## config.mk

```make
export PLATFORM = sky130hd
export DESIGN_NAME = scg_ctrl
export DESIGN_NICKNAME = d
export VERILOG_FILES = /design/src/scg_ctrl.v /design/src/scg_sync2.v
export VERILOG_INCLUDE_DIRS = /design/src
export SDC_FILE = /design/constraint.sdc
export NUM_CORES = 1
export LEC_CHECK = 0
export BUFFER_PORTS_ARGS = -buffer_cell sky130_fd_sc_hd__buf_2
export CAP_MARGIN = 20
export CORE_AREA = 4 4 108 110
export CTS_BUF_LIST = sky130_fd_sc_hd__clkbuf_4
export DETAILED_ROUTE_END_ITERATION = 12
export DIE_AREA = 0 0 112 114
export PLACE_DENSITY = 0.64
export SYNTH_ARGS = -nofsm -noshare
export SYNTH_HDL_FRONTEND = slang
export SYNTH_SLANG_ARGS = --single-unit
```

## constraint.sdc

```tcl
create_clock -name clk_i -period 1.85 [get_ports clk_i]
set_clock_uncertainty 0.05 [all_clocks]
set_input_delay 0 -clock clk_i [delete_from_list [all_inputs] [get_ports clk_i]]
set_output_delay 0 -clock clk_i [all_outputs]
set_load 0.02 [all_outputs]
```

## src/scg_map.vh

```
// Register map, field positions and reset values of the sleep clock gating block.
// Included by the controller and its bench; definitions only.
`ifndef SCG_MAP_VH
`define SCG_MAP_VH

// Register byte offsets (12-bit decode)
`define SCG_OFF_SLEEP_GATE   12'h110
`define SCG_OFF_RUN_GATE     12'h100
`define SCG_OFF_RUN_CFG      12'h060
`define SCG_OFF_IRQ_STATUS   12'h200
`define SCG_OFF_IRQ_MASK     12'h204
`define SCG_OFF_FAULT_ADDR   12'h208

// Sleep gate fields
`define SCG_BIT_WATCHDOG     3
`define SCG_BIT_HIBERNATE    6
`define SCG_RATE_LO          8
`define SCG_RATE_HI          9
`define SCG_BIT_CONVERTER    16
`define SCG_BIT_PWM          20
`define SCG_GATE_WMASK       32'h0011_0348
`define SCG_GATE_RESET       32'h0000_0040

// Run clock config fields
`define SCG_BIT_AUTO_GATING  27
`define SCG_CFG_WMASK        32'h0800_0000
`define SCG_CFG_RESET        32'h0000_0000

// Unit indices on the unit select vector
`define SCG_UNIT_WATCHDOG    0
`define SCG_UNIT_HIBERNATE   1
`define SCG_UNIT_CONVERTER   2
`define SCG_UNIT_PWM         3
`define SCG_NUM_UNITS        4

// Interrupt status bits
`define SCG_IRQ_FAULT        0
`define SCG_IRQ_WIDTH        2
`define SCG_IRQ_CFG_CHG      1

// AXI responses
`define SCG_RESP_OKAY        2'h0
`define SCG_RESP_SLVERR      2'h2

`endif

```

## src/scg_ctrl.v

```verilog
// Sleep clock gating controller: gating register set, per-unit clock enables,
// and a bus fault check for accesses to units whose clock is off.
// Assumes one system clock, a synchronous active-high reset, an AXI4-Lite master
// and a sleep request level that arrives from the power controller's own timing.
//
// Function
// RL1: A set gating bit clocks its unit; a clear bit stops the unit's clock.
// RL2: An access to a unit whose clock is off is answered with a bus fault.
// RL3: The sleep gating register resets to 0x00000040, all other gate bits zero.
// RL4: Bit 6 gates the hibernation unit, read-write, reset to one.
// RL5: Bit 20 gates the pulse-width modulator, reset zero, faulting while clear.
// RL6: Bit 16 gates the converter, reset zero, faulting while clear.
// RL7: Bit 3 gates the watchdog, reset zero, faulting while clear.
// RL8: Bits 9:8 set converter sample rate, 3=1M, 2=500K, 1=250K, 0=125K, reset 0.
// RL9: Software never programs a sample rate above the converter's maximum.
// RL10: Reserved bits are read-only zero and software preserves them on update.
// RL11: The sleep register governs clocks in sleep; run gates govern running.
// RL12: The sleep register acts only while the auto gating bit is set.
// RL13: Software enables every unit it needs, since all but the hibernation unit start disabled.
// RL14: With auto gating clear, the run gates also govern sleep.
`timescale 1ns/1ps
`include "scg_map.vh"

module scg_ctrl #(
  parameter UNITS = `SCG_NUM_UNITS
) (
  input  wire             clk_i,
  input  wire             rst_i,
  input  wire             ce_i,
  // AXI4-Lite slave
  input  wire [11:0]      s_axi_awaddr,
  input  wire             s_axi_awvalid,
  output reg              s_axi_awready,
  input  wire [31:0]      s_axi_wdata,
  input  wire [3:0]       s_axi_wstrb,
  input  wire             s_axi_wvalid,
  output reg              s_axi_wready,
  output reg  [1:0]       s_axi_bresp,
  output reg              s_axi_bvalid,
  input  wire             s_axi_bready,
  input  wire [11:0]      s_axi_araddr,
  input  wire             s_axi_arvalid,
  output reg              s_axi_arready,
  output reg  [31:0]      s_axi_rdata,
  output reg  [1:0]       s_axi_rresp,
  output reg              s_axi_rvalid,
  input  wire             s_axi_rready,
  // System state and unit access checking
  input  wire             sleep_i,
  input  wire             unit_req_i,
  input  wire [UNITS-1:0] unit_sel_i,
  output reg              unit_fault_o,
  output reg              unit_ok_o,
  // Unit clock enables and converter rate
  output reg  [UNITS-1:0] unit_clk_en_o,
  output reg  [1:0]       converter_sample_rate_o,
  output reg              irq_o
);

  // ==========================================================================
  // Registers and state
  // ==========================================================================
  localparam [2:0] ST_IDLE = 3'b001;
  localparam [2:0] ST_RESP = 3'b010;
  localparam [2:0] ST_WAIT = 3'b100;

  reg  [31:0]             sleep_clock_gate_0_q;
  reg  [31:0]             run_clock_gate_0_q;
  reg  [31:0]             run_clock_config_q;
  reg  [`SCG_IRQ_WIDTH-1:0] irq_status_q;
  reg  [`SCG_IRQ_WIDTH-1:0] irq_mask_q;
  reg  [UNITS-1:0]        fault_unit_q;
  reg  [2:0]              wr_state_q;
  reg  [11:0]             aw_addr_q;
  reg                     aw_have_q;
  reg  [31:0]             w_data_q;
  reg  [3:0]              w_strb_q;
  reg                     w_have_q;
  wire                    sleep_sync;
  wire [31:0]             wr_bytes;
  reg  [31:0]             rd_val;
  reg                     rd_hit;
  reg                     wr_hit;
  reg  [UNITS-1:0]        gate_vec;
  reg  [UNITS-1:0]        clk_en_d;
  wire                    wr_fire;
  wire                    fault_evt;
  wire                    cfg_evt;
  wire                    auto_gating;

  // Sleep request comes from another clock region, so it is synchronised
  scg_sync2 u_sleep_sync (
    .clk_i (clk_i),
    .rst_i (rst_i),
    .ce_i  (ce_i),
    .d_i   (sleep_i),
    .q_o   (sleep_sync)
  );

  assign auto_gating = run_clock_config_q[`SCG_BIT_AUTO_GATING];

  // ==========================================================================
  // Clock enable selection
  // ==========================================================================
  // Pick the gate word in force: sleep word only under auto gating in sleep
  always @* begin
    gate_vec = {UNITS{1'b0}};
    clk_en_d = {UNITS{1'b0}};
    if (sleep_sync && auto_gating) begin                         // RL11 RL12
      gate_vec[`SCG_UNIT_WATCHDOG]  = sleep_clock_gate_0_q[`SCG_BIT_WATCHDOG];   // RL7
      gate_vec[`SCG_UNIT_HIBERNATE] = sleep_clock_gate_0_q[`SCG_BIT_HIBERNATE];  // RL4
      gate_vec[`SCG_UNIT_CONVERTER] = sleep_clock_gate_0_q[`SCG_BIT_CONVERTER];  // RL6
      gate_vec[`SCG_UNIT_PWM]       = sleep_clock_gate_0_q[`SCG_BIT_PWM];        // RL5
    end else begin                                               // RL14
      gate_vec[`SCG_UNIT_WATCHDOG]  = run_clock_gate_0_q[`SCG_BIT_WATCHDOG];
      gate_vec[`SCG_UNIT_HIBERNATE] = run_clock_gate_0_q[`SCG_BIT_HIBERNATE];
      gate_vec[`SCG_UNIT_CONVERTER] = run_clock_gate_0_q[`SCG_BIT_CONVERTER];
      gate_vec[`SCG_UNIT_PWM]       = run_clock_gate_0_q[`SCG_BIT_PWM];
    end
    clk_en_d = gate_vec;                                         // RL1
  end

  // Registered enables; a glitch-free cell downstream uses them
  always @(posedge clk_i) begin
    if (rst_i) begin
      unit_clk_en_o           <= {UNITS{1'b0}};
      converter_sample_rate_o <= 2'h0;
    end else if (ce_i) begin
      unit_clk_en_o <= clk_en_d;                                 // RL1
      if (sleep_sync && auto_gating) begin
        converter_sample_rate_o <=
          sleep_clock_gate_0_q[`SCG_RATE_HI:`SCG_RATE_LO];       // RL8
      end else begin
        converter_sample_rate_o <=
          run_clock_gate_0_q[`SCG_RATE_HI:`SCG_RATE_LO];
      end
    end
  end

  // ==========================================================================
  // Unit access fault check
  // ==========================================================================
  // Checked against the enables the unit sees now, not the pending ones
  assign fault_evt = unit_req_i && ((unit_sel_i & ~unit_clk_en_o) != {UNITS{1'b0}});

  always @(posedge clk_i) begin
    if (rst_i) begin
      unit_fault_o <= 1'b0;
      unit_ok_o    <= 1'b0;
      fault_unit_q <= {UNITS{1'b0}};
    end else if (ce_i) begin
      unit_fault_o <= fault_evt;                                 // RL2 RL5 RL6 RL7
      unit_ok_o    <= unit_req_i && !fault_evt;
      if (fault_evt) begin
        fault_unit_q <= unit_sel_i & ~unit_clk_en_o;
      end
    end
  end

  // ==========================================================================
  // AXI4-Lite write channel
  // ==========================================================================
  assign wr_fire  = (wr_state_q == ST_IDLE) && aw_have_q && w_have_q;
  assign wr_bytes = {{8{w_strb_q[3]}}, {8{w_strb_q[2]}}, {8{w_strb_q[1]}}, {8{w_strb_q[0]}}};
  assign cfg_evt  = wr_fire && wr_hit;

  // Address decode of the write
  always @* begin
    wr_hit = 1'b0;
    if (aw_addr_q == `SCG_OFF_SLEEP_GATE) begin
      wr_hit = 1'b1;
    end else if (aw_addr_q == `SCG_OFF_RUN_GATE) begin
      wr_hit = 1'b1;
    end else if (aw_addr_q == `SCG_OFF_RUN_CFG) begin
      wr_hit = 1'b1;
    end else if (aw_addr_q == `SCG_OFF_IRQ_STATUS) begin
      wr_hit = 1'b1;
    end else if (aw_addr_q == `SCG_OFF_IRQ_MASK) begin
      wr_hit = 1'b1;
    end else if (aw_addr_q == `SCG_OFF_FAULT_ADDR) begin
      wr_hit = 1'b1;
    end
  end

  // Address and data are taken in either order, then one response
  always @(posedge clk_i) begin
    if (rst_i) begin
      wr_state_q    <= ST_IDLE;
      s_axi_awready <= 1'b0;
      s_axi_wready  <= 1'b0;
      s_axi_bvalid  <= 1'b0;
      s_axi_bresp   <= `SCG_RESP_OKAY;
      aw_have_q     <= 1'b0;
      w_have_q      <= 1'b0;
      aw_addr_q     <= 12'h000;
      w_data_q      <= 32'h0000_0000;
      w_strb_q      <= 4'h0;
    end else if (ce_i) begin
      s_axi_awready <= 1'b0;
      s_axi_wready  <= 1'b0;
      case (wr_state_q)
        ST_IDLE: begin
          if (!aw_have_q && s_axi_awvalid && !s_axi_awready) begin
            s_axi_awready <= 1'b1;
            aw_addr_q     <= s_axi_awaddr;
            aw_have_q     <= 1'b1;
          end
          if (!w_have_q && s_axi_wvalid && !s_axi_wready) begin
            s_axi_wready <= 1'b1;
            w_data_q     <= s_axi_wdata;
            w_strb_q     <= s_axi_wstrb;
            w_have_q     <= 1'b1;
          end
          if (wr_fire) begin
            s_axi_bvalid <= 1'b1;
            s_axi_bresp  <= wr_hit ? `SCG_RESP_OKAY : `SCG_RESP_SLVERR;
            wr_state_q   <= ST_RESP;
          end
        end
        ST_RESP: begin
          if (s_axi_bready) begin
            s_axi_bvalid <= 1'b0;
            aw_have_q    <= 1'b0;
            w_have_q     <= 1'b0;
            wr_state_q   <= ST_IDLE;
          end
        end
        default: begin
          wr_state_q <= ST_IDLE;
        end
      endcase
    end
  end

  // ==========================================================================
  // Register storage and interrupts
  // ==========================================================================
  // Reserved bits never store, so they read back zero
  always @(posedge clk_i) begin
    if (rst_i) begin
      sleep_clock_gate_0_q <= `SCG_GATE_RESET;                   // RL3 RL4
      run_clock_gate_0_q   <= `SCG_GATE_RESET;
      run_clock_config_q   <= `SCG_CFG_RESET;
      irq_mask_q           <= {`SCG_IRQ_WIDTH{1'b0}};
      irq_status_q         <= {`SCG_IRQ_WIDTH{1'b0}};
      irq_o                <= 1'b0;
    end else if (ce_i) begin
      if (wr_fire && aw_addr_q == `SCG_OFF_SLEEP_GATE) begin
        sleep_clock_gate_0_q <= (sleep_clock_gate_0_q & ~(wr_bytes & `SCG_GATE_WMASK)) |
                                (w_data_q & wr_bytes & `SCG_GATE_WMASK);  // RL10
      end
      if (wr_fire && aw_addr_q == `SCG_OFF_RUN_GATE) begin
        run_clock_gate_0_q <= (run_clock_gate_0_q & ~(wr_bytes & `SCG_GATE_WMASK)) |
                              (w_data_q & wr_bytes & `SCG_GATE_WMASK);
      end
      if (wr_fire && aw_addr_q == `SCG_OFF_RUN_CFG) begin
        run_clock_config_q <= (run_clock_config_q & ~(wr_bytes & `SCG_CFG_WMASK)) |
                              (w_data_q & wr_bytes & `SCG_CFG_WMASK);
      end
      if (wr_fire && aw_addr_q == `SCG_OFF_IRQ_MASK && w_strb_q[0]) begin
        irq_mask_q <= w_data_q[`SCG_IRQ_WIDTH-1:0];
      end
      // Write-one-to-clear; a new event in the same cycle wins
      irq_status_q[`SCG_IRQ_FAULT] <= fault_evt ||
        (irq_status_q[`SCG_IRQ_FAULT] && !(wr_fire && w_strb_q[0] &&
         aw_addr_q == `SCG_OFF_IRQ_STATUS && w_data_q[`SCG_IRQ_FAULT]));
      irq_status_q[`SCG_IRQ_CFG_CHG] <= (unit_clk_en_o != clk_en_d) ||
        (irq_status_q[`SCG_IRQ_CFG_CHG] && !(wr_fire && w_strb_q[0] &&
         aw_addr_q == `SCG_OFF_IRQ_STATUS && w_data_q[`SCG_IRQ_CFG_CHG]));
      irq_o <= (irq_status_q & irq_mask_q) != {`SCG_IRQ_WIDTH{1'b0}};
    end
  end

  // ==========================================================================
  // AXI4-Lite read channel
  // ==========================================================================
  // Read decode; unmapped addresses answer zero with a slave error
  always @* begin
    rd_val = 32'h0000_0000;
    rd_hit = 1'b1;
    if (s_axi_araddr == `SCG_OFF_SLEEP_GATE) begin
      rd_val = sleep_clock_gate_0_q;                             // RL10
    end else if (s_axi_araddr == `SCG_OFF_RUN_GATE) begin
      rd_val = run_clock_gate_0_q;
    end else if (s_axi_araddr == `SCG_OFF_RUN_CFG) begin
      rd_val = run_clock_config_q;
    end else if (s_axi_araddr == `SCG_OFF_IRQ_STATUS) begin
      rd_val[`SCG_IRQ_WIDTH-1:0] = irq_status_q;
    end else if (s_axi_araddr == `SCG_OFF_IRQ_MASK) begin
      rd_val[`SCG_IRQ_WIDTH-1:0] = irq_mask_q;
    end else if (s_axi_araddr == `SCG_OFF_FAULT_ADDR) begin
      rd_val[UNITS-1:0] = fault_unit_q;
    end else begin
      rd_hit = 1'b0;
    end
  end

  // One read in flight; data follow the address handshake, never precede it
  always @(posedge clk_i) begin
    if (rst_i) begin
      s_axi_arready <= 1'b0;
      s_axi_rvalid  <= 1'b0;
      s_axi_rdata   <= 32'h0000_0000;
      s_axi_rresp   <= `SCG_RESP_OKAY;
    end else if (ce_i) begin
      s_axi_arready <= 1'b0;
      if (s_axi_rvalid) begin
        if (s_axi_rready) begin
          s_axi_rvalid <= 1'b0;
        end
      end else if (s_axi_arvalid && s_axi_arready) begin
        s_axi_rvalid  <= 1'b1;
        s_axi_rdata   <= rd_val;
        s_axi_rresp   <= rd_hit ? `SCG_RESP_OKAY : `SCG_RESP_SLVERR;
      end else if (s_axi_arvalid) begin
        s_axi_arready <= 1'b1;
      end
    end
  end

endmodule // scg_ctrl

```

## src/scg_sync2.v

```verilog
// Two-flop synchroniser for one level arriving from outside the clock domain.
// Assumes the same clock and clock enable as the block that reads it.
`timescale 1ns/1ps

module scg_sync2 (
  input  wire clk_i,
  input  wire rst_i,
  input  wire ce_i,
  input  wire d_i,
  output wire q_o
);

  reg meta_q;
  reg sync_q;

  // First stage is read only by the second stage
  always @(posedge clk_i) begin
    if (rst_i) begin
      meta_q <= 1'b0;
      sync_q <= 1'b0;
    end else if (ce_i) begin
      meta_q <= d_i;
      sync_q <= meta_q;
    end
  end

  assign q_o = sync_q;

endmodule // scg_sync2

```

==> impl_metrics.tcl, run 1 <==
set metrics [dict create \
    grt_usage_pct 15.1 \
    grt_overflow 0 \
    fin_setup_tns_ns 0 \
    areaGrowthSynthToFinish_pct 37.8 \
    routabilityCongestion 0.795 \
    min_to "s_axi_awready" \
    clkTransAtPathRegs_ns 0.12 \
    routed_wl_microns 9700 \
    leakage_nw 2.26 \
    fmax_mhz 543 \
    outcome "finished, final reports clean" \
    drv_slew 0 \
    synth_edf_count 0 \
    yosys_warnings 0 \
    finish.utilization_pct 46.0 \
    layout_setup_ws_ns 0.00765 \
    synth.yosys.seq_area_share_pct 43.7 \
    core-area_sq_um 10700 \
    worst_slew_pin_slew_ns 0.586 \
    crit_path_end_kind "flop" \
    yosysUniqueCellTypes 48 \
    hold_path_class "input pin to flop" \
    post-route-period-util_pct 99.6 \
    netlist.top_cell.by_area "dfxtp_1" \
    grtUsageMet1_pct 17.2 \
    r2r_cells 7 \
    syn_area_sq_um 3570 \
    clock_latency_ns 0.42 \
    grt_setup_unrepaired "yes" \
    async_flop_share_pct 0 \
    crit_required_ns 2.16 \
    pre_cts_ws_ns -0.0360 \
    setup_viol_count_final 0 \
    clock_path_buffers 2 \
    hold_depth 4 \
    gr-usage-met3_pct 3.50 \
    dpl_cell_area_sq_um 4160 \
    place.port_buffers 76 \
    ir_worst_vdd_mv 0.335 \
    crit_fanout 3 \
    io_pins 124 \
    holdWs_ns 0.0348 \
    synth-seq-cells 78 \
    fp.dieArea_sq_um 12800 \
    finalHoldViolCount 0 \
    critPathLaunchType "input pin" \
    first_pass_iters 4 \
    die_w_microns 112 \
    min_period_ns 1.84 \
    r2r_setup_slack_ns 0.07 \
    drive_gt1_share_pct 26.2 \
    p_per_area_nw_per_um2 666 \
    grtUsageMet2_pct 27.3 \
    rows 38 \
    die_h_microns 114 \
    drtIter0Drc 186 \
    grt_pass1_wl_microns 15700 \
    grt_max_degree 23 \
    num-nets-final 623 \
    timing.rr.start "aw_addr_q[4]" \
    drc 0 \
    cts_buffers 9 \
    cap_violations 0 \
    start_util_pct 33.4 \
    syn_area_per_cell_sq_um 8.82 \
    grt_busiest_layer "met2" \
    num_vias 3378 \
    cts_tree "built" \
    dp_hpwl_microns 6860 \
    ant_nets 0 \
    htreeDepth 3 \
    crit_arrival_ns 2.16 \
    final_cell_mix "76 x nor2_1, 76 x buf_2, 73 x dfxtp_1, 48 x dlygate4sd3_1, 45 x mux2i_1" \
    synthFlopType "dfxtp_1" \
    first_global_vias 3415 \
    clock-sinks 78 \
    max-slew-margin-rel_pct 60.8 \
    routedWlPerCell_microns 14.0 \
    antenna_found_initial 0 \
    syn_inst 405 \
    hp-start "s_axi_awvalid" \
    antennaDiodeCount 0 \
    root_buffer "clkbuf_4" \
    via_per_inst 4.87 \
    yosysTopAreaCellShare_pct 43.7 \
    path_class "input pin to flop" \
    postLayoutCellArea_sq_um 4920 \
    synth.area.top_cells "dfxtp_1 44%, mux2i_1 13%, nor2_1 8.0%, buf_4 5.0%, a21oi_1 2.7%" \
]
-- kinds of logic (layout without fill, tap and decap cells) --
logic type             Yosys count  after routing  synth area share (%)
AND/OR/NAND/NOR                160            160                  22.0
flip-flops                      78             78                  43.7
AO/OA/AOI/OAI                   58             58                  10.8
buffers and inverters           55            180                  8.44
multiplexers                    49             49                  13.9
XOR/XNOR                         4              4                 0.981
other                            1             24                 0.105
-- layout make-up --
| class | count | area [sq um] |
|---|---|---|
| well taps | 140 | 175 |
| flip-flops and latches | 78 | 1570 |
| multi-input cells | 295 | 1910 |
| fillers | 1058 | 5780 |
| repair buffers | 153 | 1110 |
| inverters | 12 | 45.0 |
| clock inverters | 6 | 53.8 |
| clock buffers | 9 | 67.6 |
-- layer usage --
| layer | part of all wire [%] | wire length (microns) |
|---|---|---|
| met2 | 51 | 4930 |
| met1 | 42 | 4040 |
| met4 | 2.3 | 222 |
| met5 | 0 | 0 |
| met3 | 5.2 | 509 |
-- synth_stat cells, drive strengths merged (3+ instances only) --
cell type,instances
nor2,76
nor4,8
a22oi,5
xor2,4
a311oi,6
nand3,14
buf,28
mux2i,45
or3,4
nand4,4
inv,12
o21ai,7
nor3,8
nor2b,7
a221oi,3
nand2,24
clkbuf,15
dfxtp,78
o22ai,4
mux2,4
a21oi,19
-- power by group --
group	switching (mW)	leakage [nW]	internal, mW	total [mW]
combinational	0.288	1.56	0.250	0.538
sequential	0.0488	0.636	1.74	1.79
clock	0.563	0.0643	0.390	0.952
total	0.900	2.26	2.38	3.28
-- metrics by stage --
stage          std cells  power, mW
2_1_floorplan        428       2.12
3_3_place_gp         624       2.24
3_5_place_dp         624       2.25
4_1_cts              687       3.29
5_1_grt              693       3.45
6_report             693       3.28
-- worst max-delay path: stages --
cell           delay, ns
dlygate4sd3_1       0.54
buf_2               0.14
or3_4               0.40
nor3_4              0.22
dlygate4sd3_1       0.59
nand4_1             0.12
a21oi_2             0.14
-- worst max-delay path by stage --
stage / cells past startpoint / startpoint / to
6_report: 7 / s_axi_araddr[9] / s_axi_rdata[27]
5_1_grt: 7 / aw_addr_q[4] / flop
4_1_cts: 5 / aw_addr_q[4] / flop
3_5_place_dp: 5 / aw_addr_q[4] / flop
3_3_place_gp: 6 / aw_addr_q[11] / flop
2_1_floorplan: 5 / aw_addr_q[4] / flop
-- what timing repair did --
item / in CTS / in global routing
hold endpoints to repair: 52 / 0
setup endpoints to repair: 9 / 16
gates resized for setup: 4 / 20
buffers inserted: 0 / 6
hold buffers: 48 / 0
pin swaps: 1 / 9
Note: power is estimated with default switching activity, not from simulation.
==> inputs of run 2 (changes only) <==
Settings changed: CTS_CLUSTER_SIZE set to 8, RECOVER_POWER set to 25, SKIP_CTS_REPAIR_TIMING set to 1.
==> run 2 against run 1 <==
  * Global-route usage is 1.2 points lower
  * Critical path depth fell by 2
  * Sequential cell count unchanged
  * Core utilization is 1.4 points lower
  * Die area unchanged
  * The flow now finishes with violations (negative hold slack)
  * Critical path type is now flop to flop
  * Combinational power fell by 4.3%
==> impl_metrics.tcl, run 2 (synthesis results as in run 1) <==
set metrics [dict create \
    hold_path_class "input pin to flop" \
    worstPathCellList "or4b_4 -> nor4_4 -> nand3_2 -> mux2i_1 -> nor2_1" \
    worst_slew_pin_slew_ns 0.580 \
    num_vias 3298 \
    cap_violations 0 \
    rows 38 \
    post-route-period-util_pct 95.2 \
    final_cell_mix "76 x nor2_1, 76 x dfxtp_1, 52 x buf_2, 45 x mux2i_1, 42 x dlygate4sd3_1" \
    p_per_area_nw_per_um2 681 \
    setup_viol_count_final 0 \
    crit_required_ns 2.09 \
    min_to "fault_unit_q[3]" \
    drc 0 \
    place.port_buffers 76 \
    p_sw_share_pct 27.4 \
    drtIter0Drc 174 \
    slowest_stage "or4b_4" \
    routed_wl_microns 9410 \
    first_global_vias 3105 \
    grt_max_degree 28 \
    place_inst 624 \
    finalHoldViolCount 3 \
    ant_nets 0 \
    crit_fanout 3 \
    dp_hpwl_microns 6860 \
    clkTransAtPathRegs_ns 0.12 \
    antenna_found_initial 0 \
    cts_buffers 9 \
    htreeDepth 3 \
    crit_arrival_ns 2.01 \
    routabilityCongestion 0.795 \
    clock_path_buffers 2 \
    ir_worst_vdd_mv 0.336 \
    clock_latency_ns 0.41 \
    leakage_nw 2.09 \
    max-slew-margin-rel_pct 61.2 \
    critPathLaunchType "flop" \
    p_int_mw 2.36 \
    clockPowerShare_pct 29.2 \
    min_period_ns 1.76 \
    die_h_microns 114 \
    areaGrowthSynthToFinish_pct 33.7 \
    grt_setup_unrepaired "yes" \
    pre_cts_ws_ns -0.0360 \
    p_seq_share_pct 54.9 \
    hp-start "unit_sel_i[3]" \
    holdWs_ns -0.0251 \
    outcome "complete, but fails checks" \
    start_util_pct 33.4 \
    timing.rr.start "aw_addr_q[4]" \
    p_sw_mw 0.890 \
    die_w_microns 112 \
    crit_path_end_kind "flop" \
    grt_overflow 0 \
    drive_gt1_share_pct 20.5 \
    path_class "flop to flop" \
    via_per_inst 4.84 \
    core-area_sq_um 10700 \
    violations "negative hold slack" \
    r2r_cells 5 \
    hold_depth 4 \
    finish.utilization_pct 44.6 \
    r2r_setup_slack_ns 0.09 \
    grt_usage_pct 13.8 \
    pwr-share-comb_pct 15.8 \
    num-nets-final 611 \
    io_pins 124 \
    antennaDiodeCount 0 \
    crit_path_max_incr_delay_ns 0.54 \
    drv_slew 0 \
    stdcell_count 681 \
    root_buffer "clkbuf_4" \
    layout_setup_ws_ns 0.0882 \
    first_pass_iters 5 \
    routedWlPerCell_microns 13.8 \
    grt_pass1_wl_microns 14300 \
    clock-sinks 78 \
    fp.dieArea_sq_um 12800 \
    fmax_mhz 568 \
    cts_tree "built" \
]
==> run 2: cell types whose count changed in the layout (fill, tap and decap cells not counted), moves of 2 or more <==
cell	before	now
buf_4	26	20
buf_2	76	52
dlygate4sd3_1	48	42
dfxtp_1	73	76
clkbuf_1	0	24
nand3_1	11	9
dfxtp_2	5	2
==> run 2: per-layer routing <==
| layer | up-vias | GRT usage (%) | part of all wire, % |
|---|---|---|---|
| li1 | 1647 | - | - |
| met4 | 0 | 5.37 | 1.7 |
| met3 | 12 | 3.71 | 5.1 |
| met2 | 94 | 24.3 | 50 |
| met1 | 1545 | 16.2 | 43 |
| met5 | - | 0 | 0 |
==> run 2: power by group through the flow <==
stage | Combinational [mW] | Sequential, mW | Clock, mW
after CTS | 0.436 | 1.78 | 0.990
after global routing | 0.567 | 1.80 | 1.06
final | 0.515 | 1.79 | 0.950
after global placement | 0.426 | 1.82 | 0
after detailed placement | 0.434 | 1.82 | 0
after floorplan | 0.293 | 1.83 | 0
==> run 2: through the flow <==
stage          setup TNS (ns)  power [mW]  instance area, sq um
2_1_floorplan               0        2.12                  3660
3_3_place_gp                0        2.24                  4160
3_5_place_dp           -0.115        2.25                  4160
4_1_cts                -0.257        3.21                  4280
5_1_grt               -0.0565        3.42                  4770
6_report                    0        3.25                  4770
==> run 2: area by class of cell <==
cell class / instances / area [sq um]
Sequential cell: 78 / 1560
Clock inverter: 6 / 53.8
Inverter: 12 / 45.0
Tap cell: 140 / 175
Clock buffer: 9 / 67.6
Timing Repair Buffer: 141 / 972
Multi-Input combinational cell: 295 / 1900
Fill cell: 1097 / 5920
==> run 2: how the worst max path moves through the flow <==
stage / slack [ns] / from / endpoint
finish: 0.09 / aw_addr_q[4] / flop
global route: -0.03 / aw_addr_q[2] / flop
CTS: -0.06 / aw_addr_q[11] / flop
detailed placement: -0.04 / aw_addr_q[4] / flop
global placement: 0.008 / aw_addr_q[11] / flop
floorplan: 0.09 / aw_addr_q[4] / flop
==> run 2: critical path, delay by kind of cell, from the launching register on <==
family,cells,cell delay [ns]
simple gates,4,1.08
flops,1,0.34
mux,1,0.18
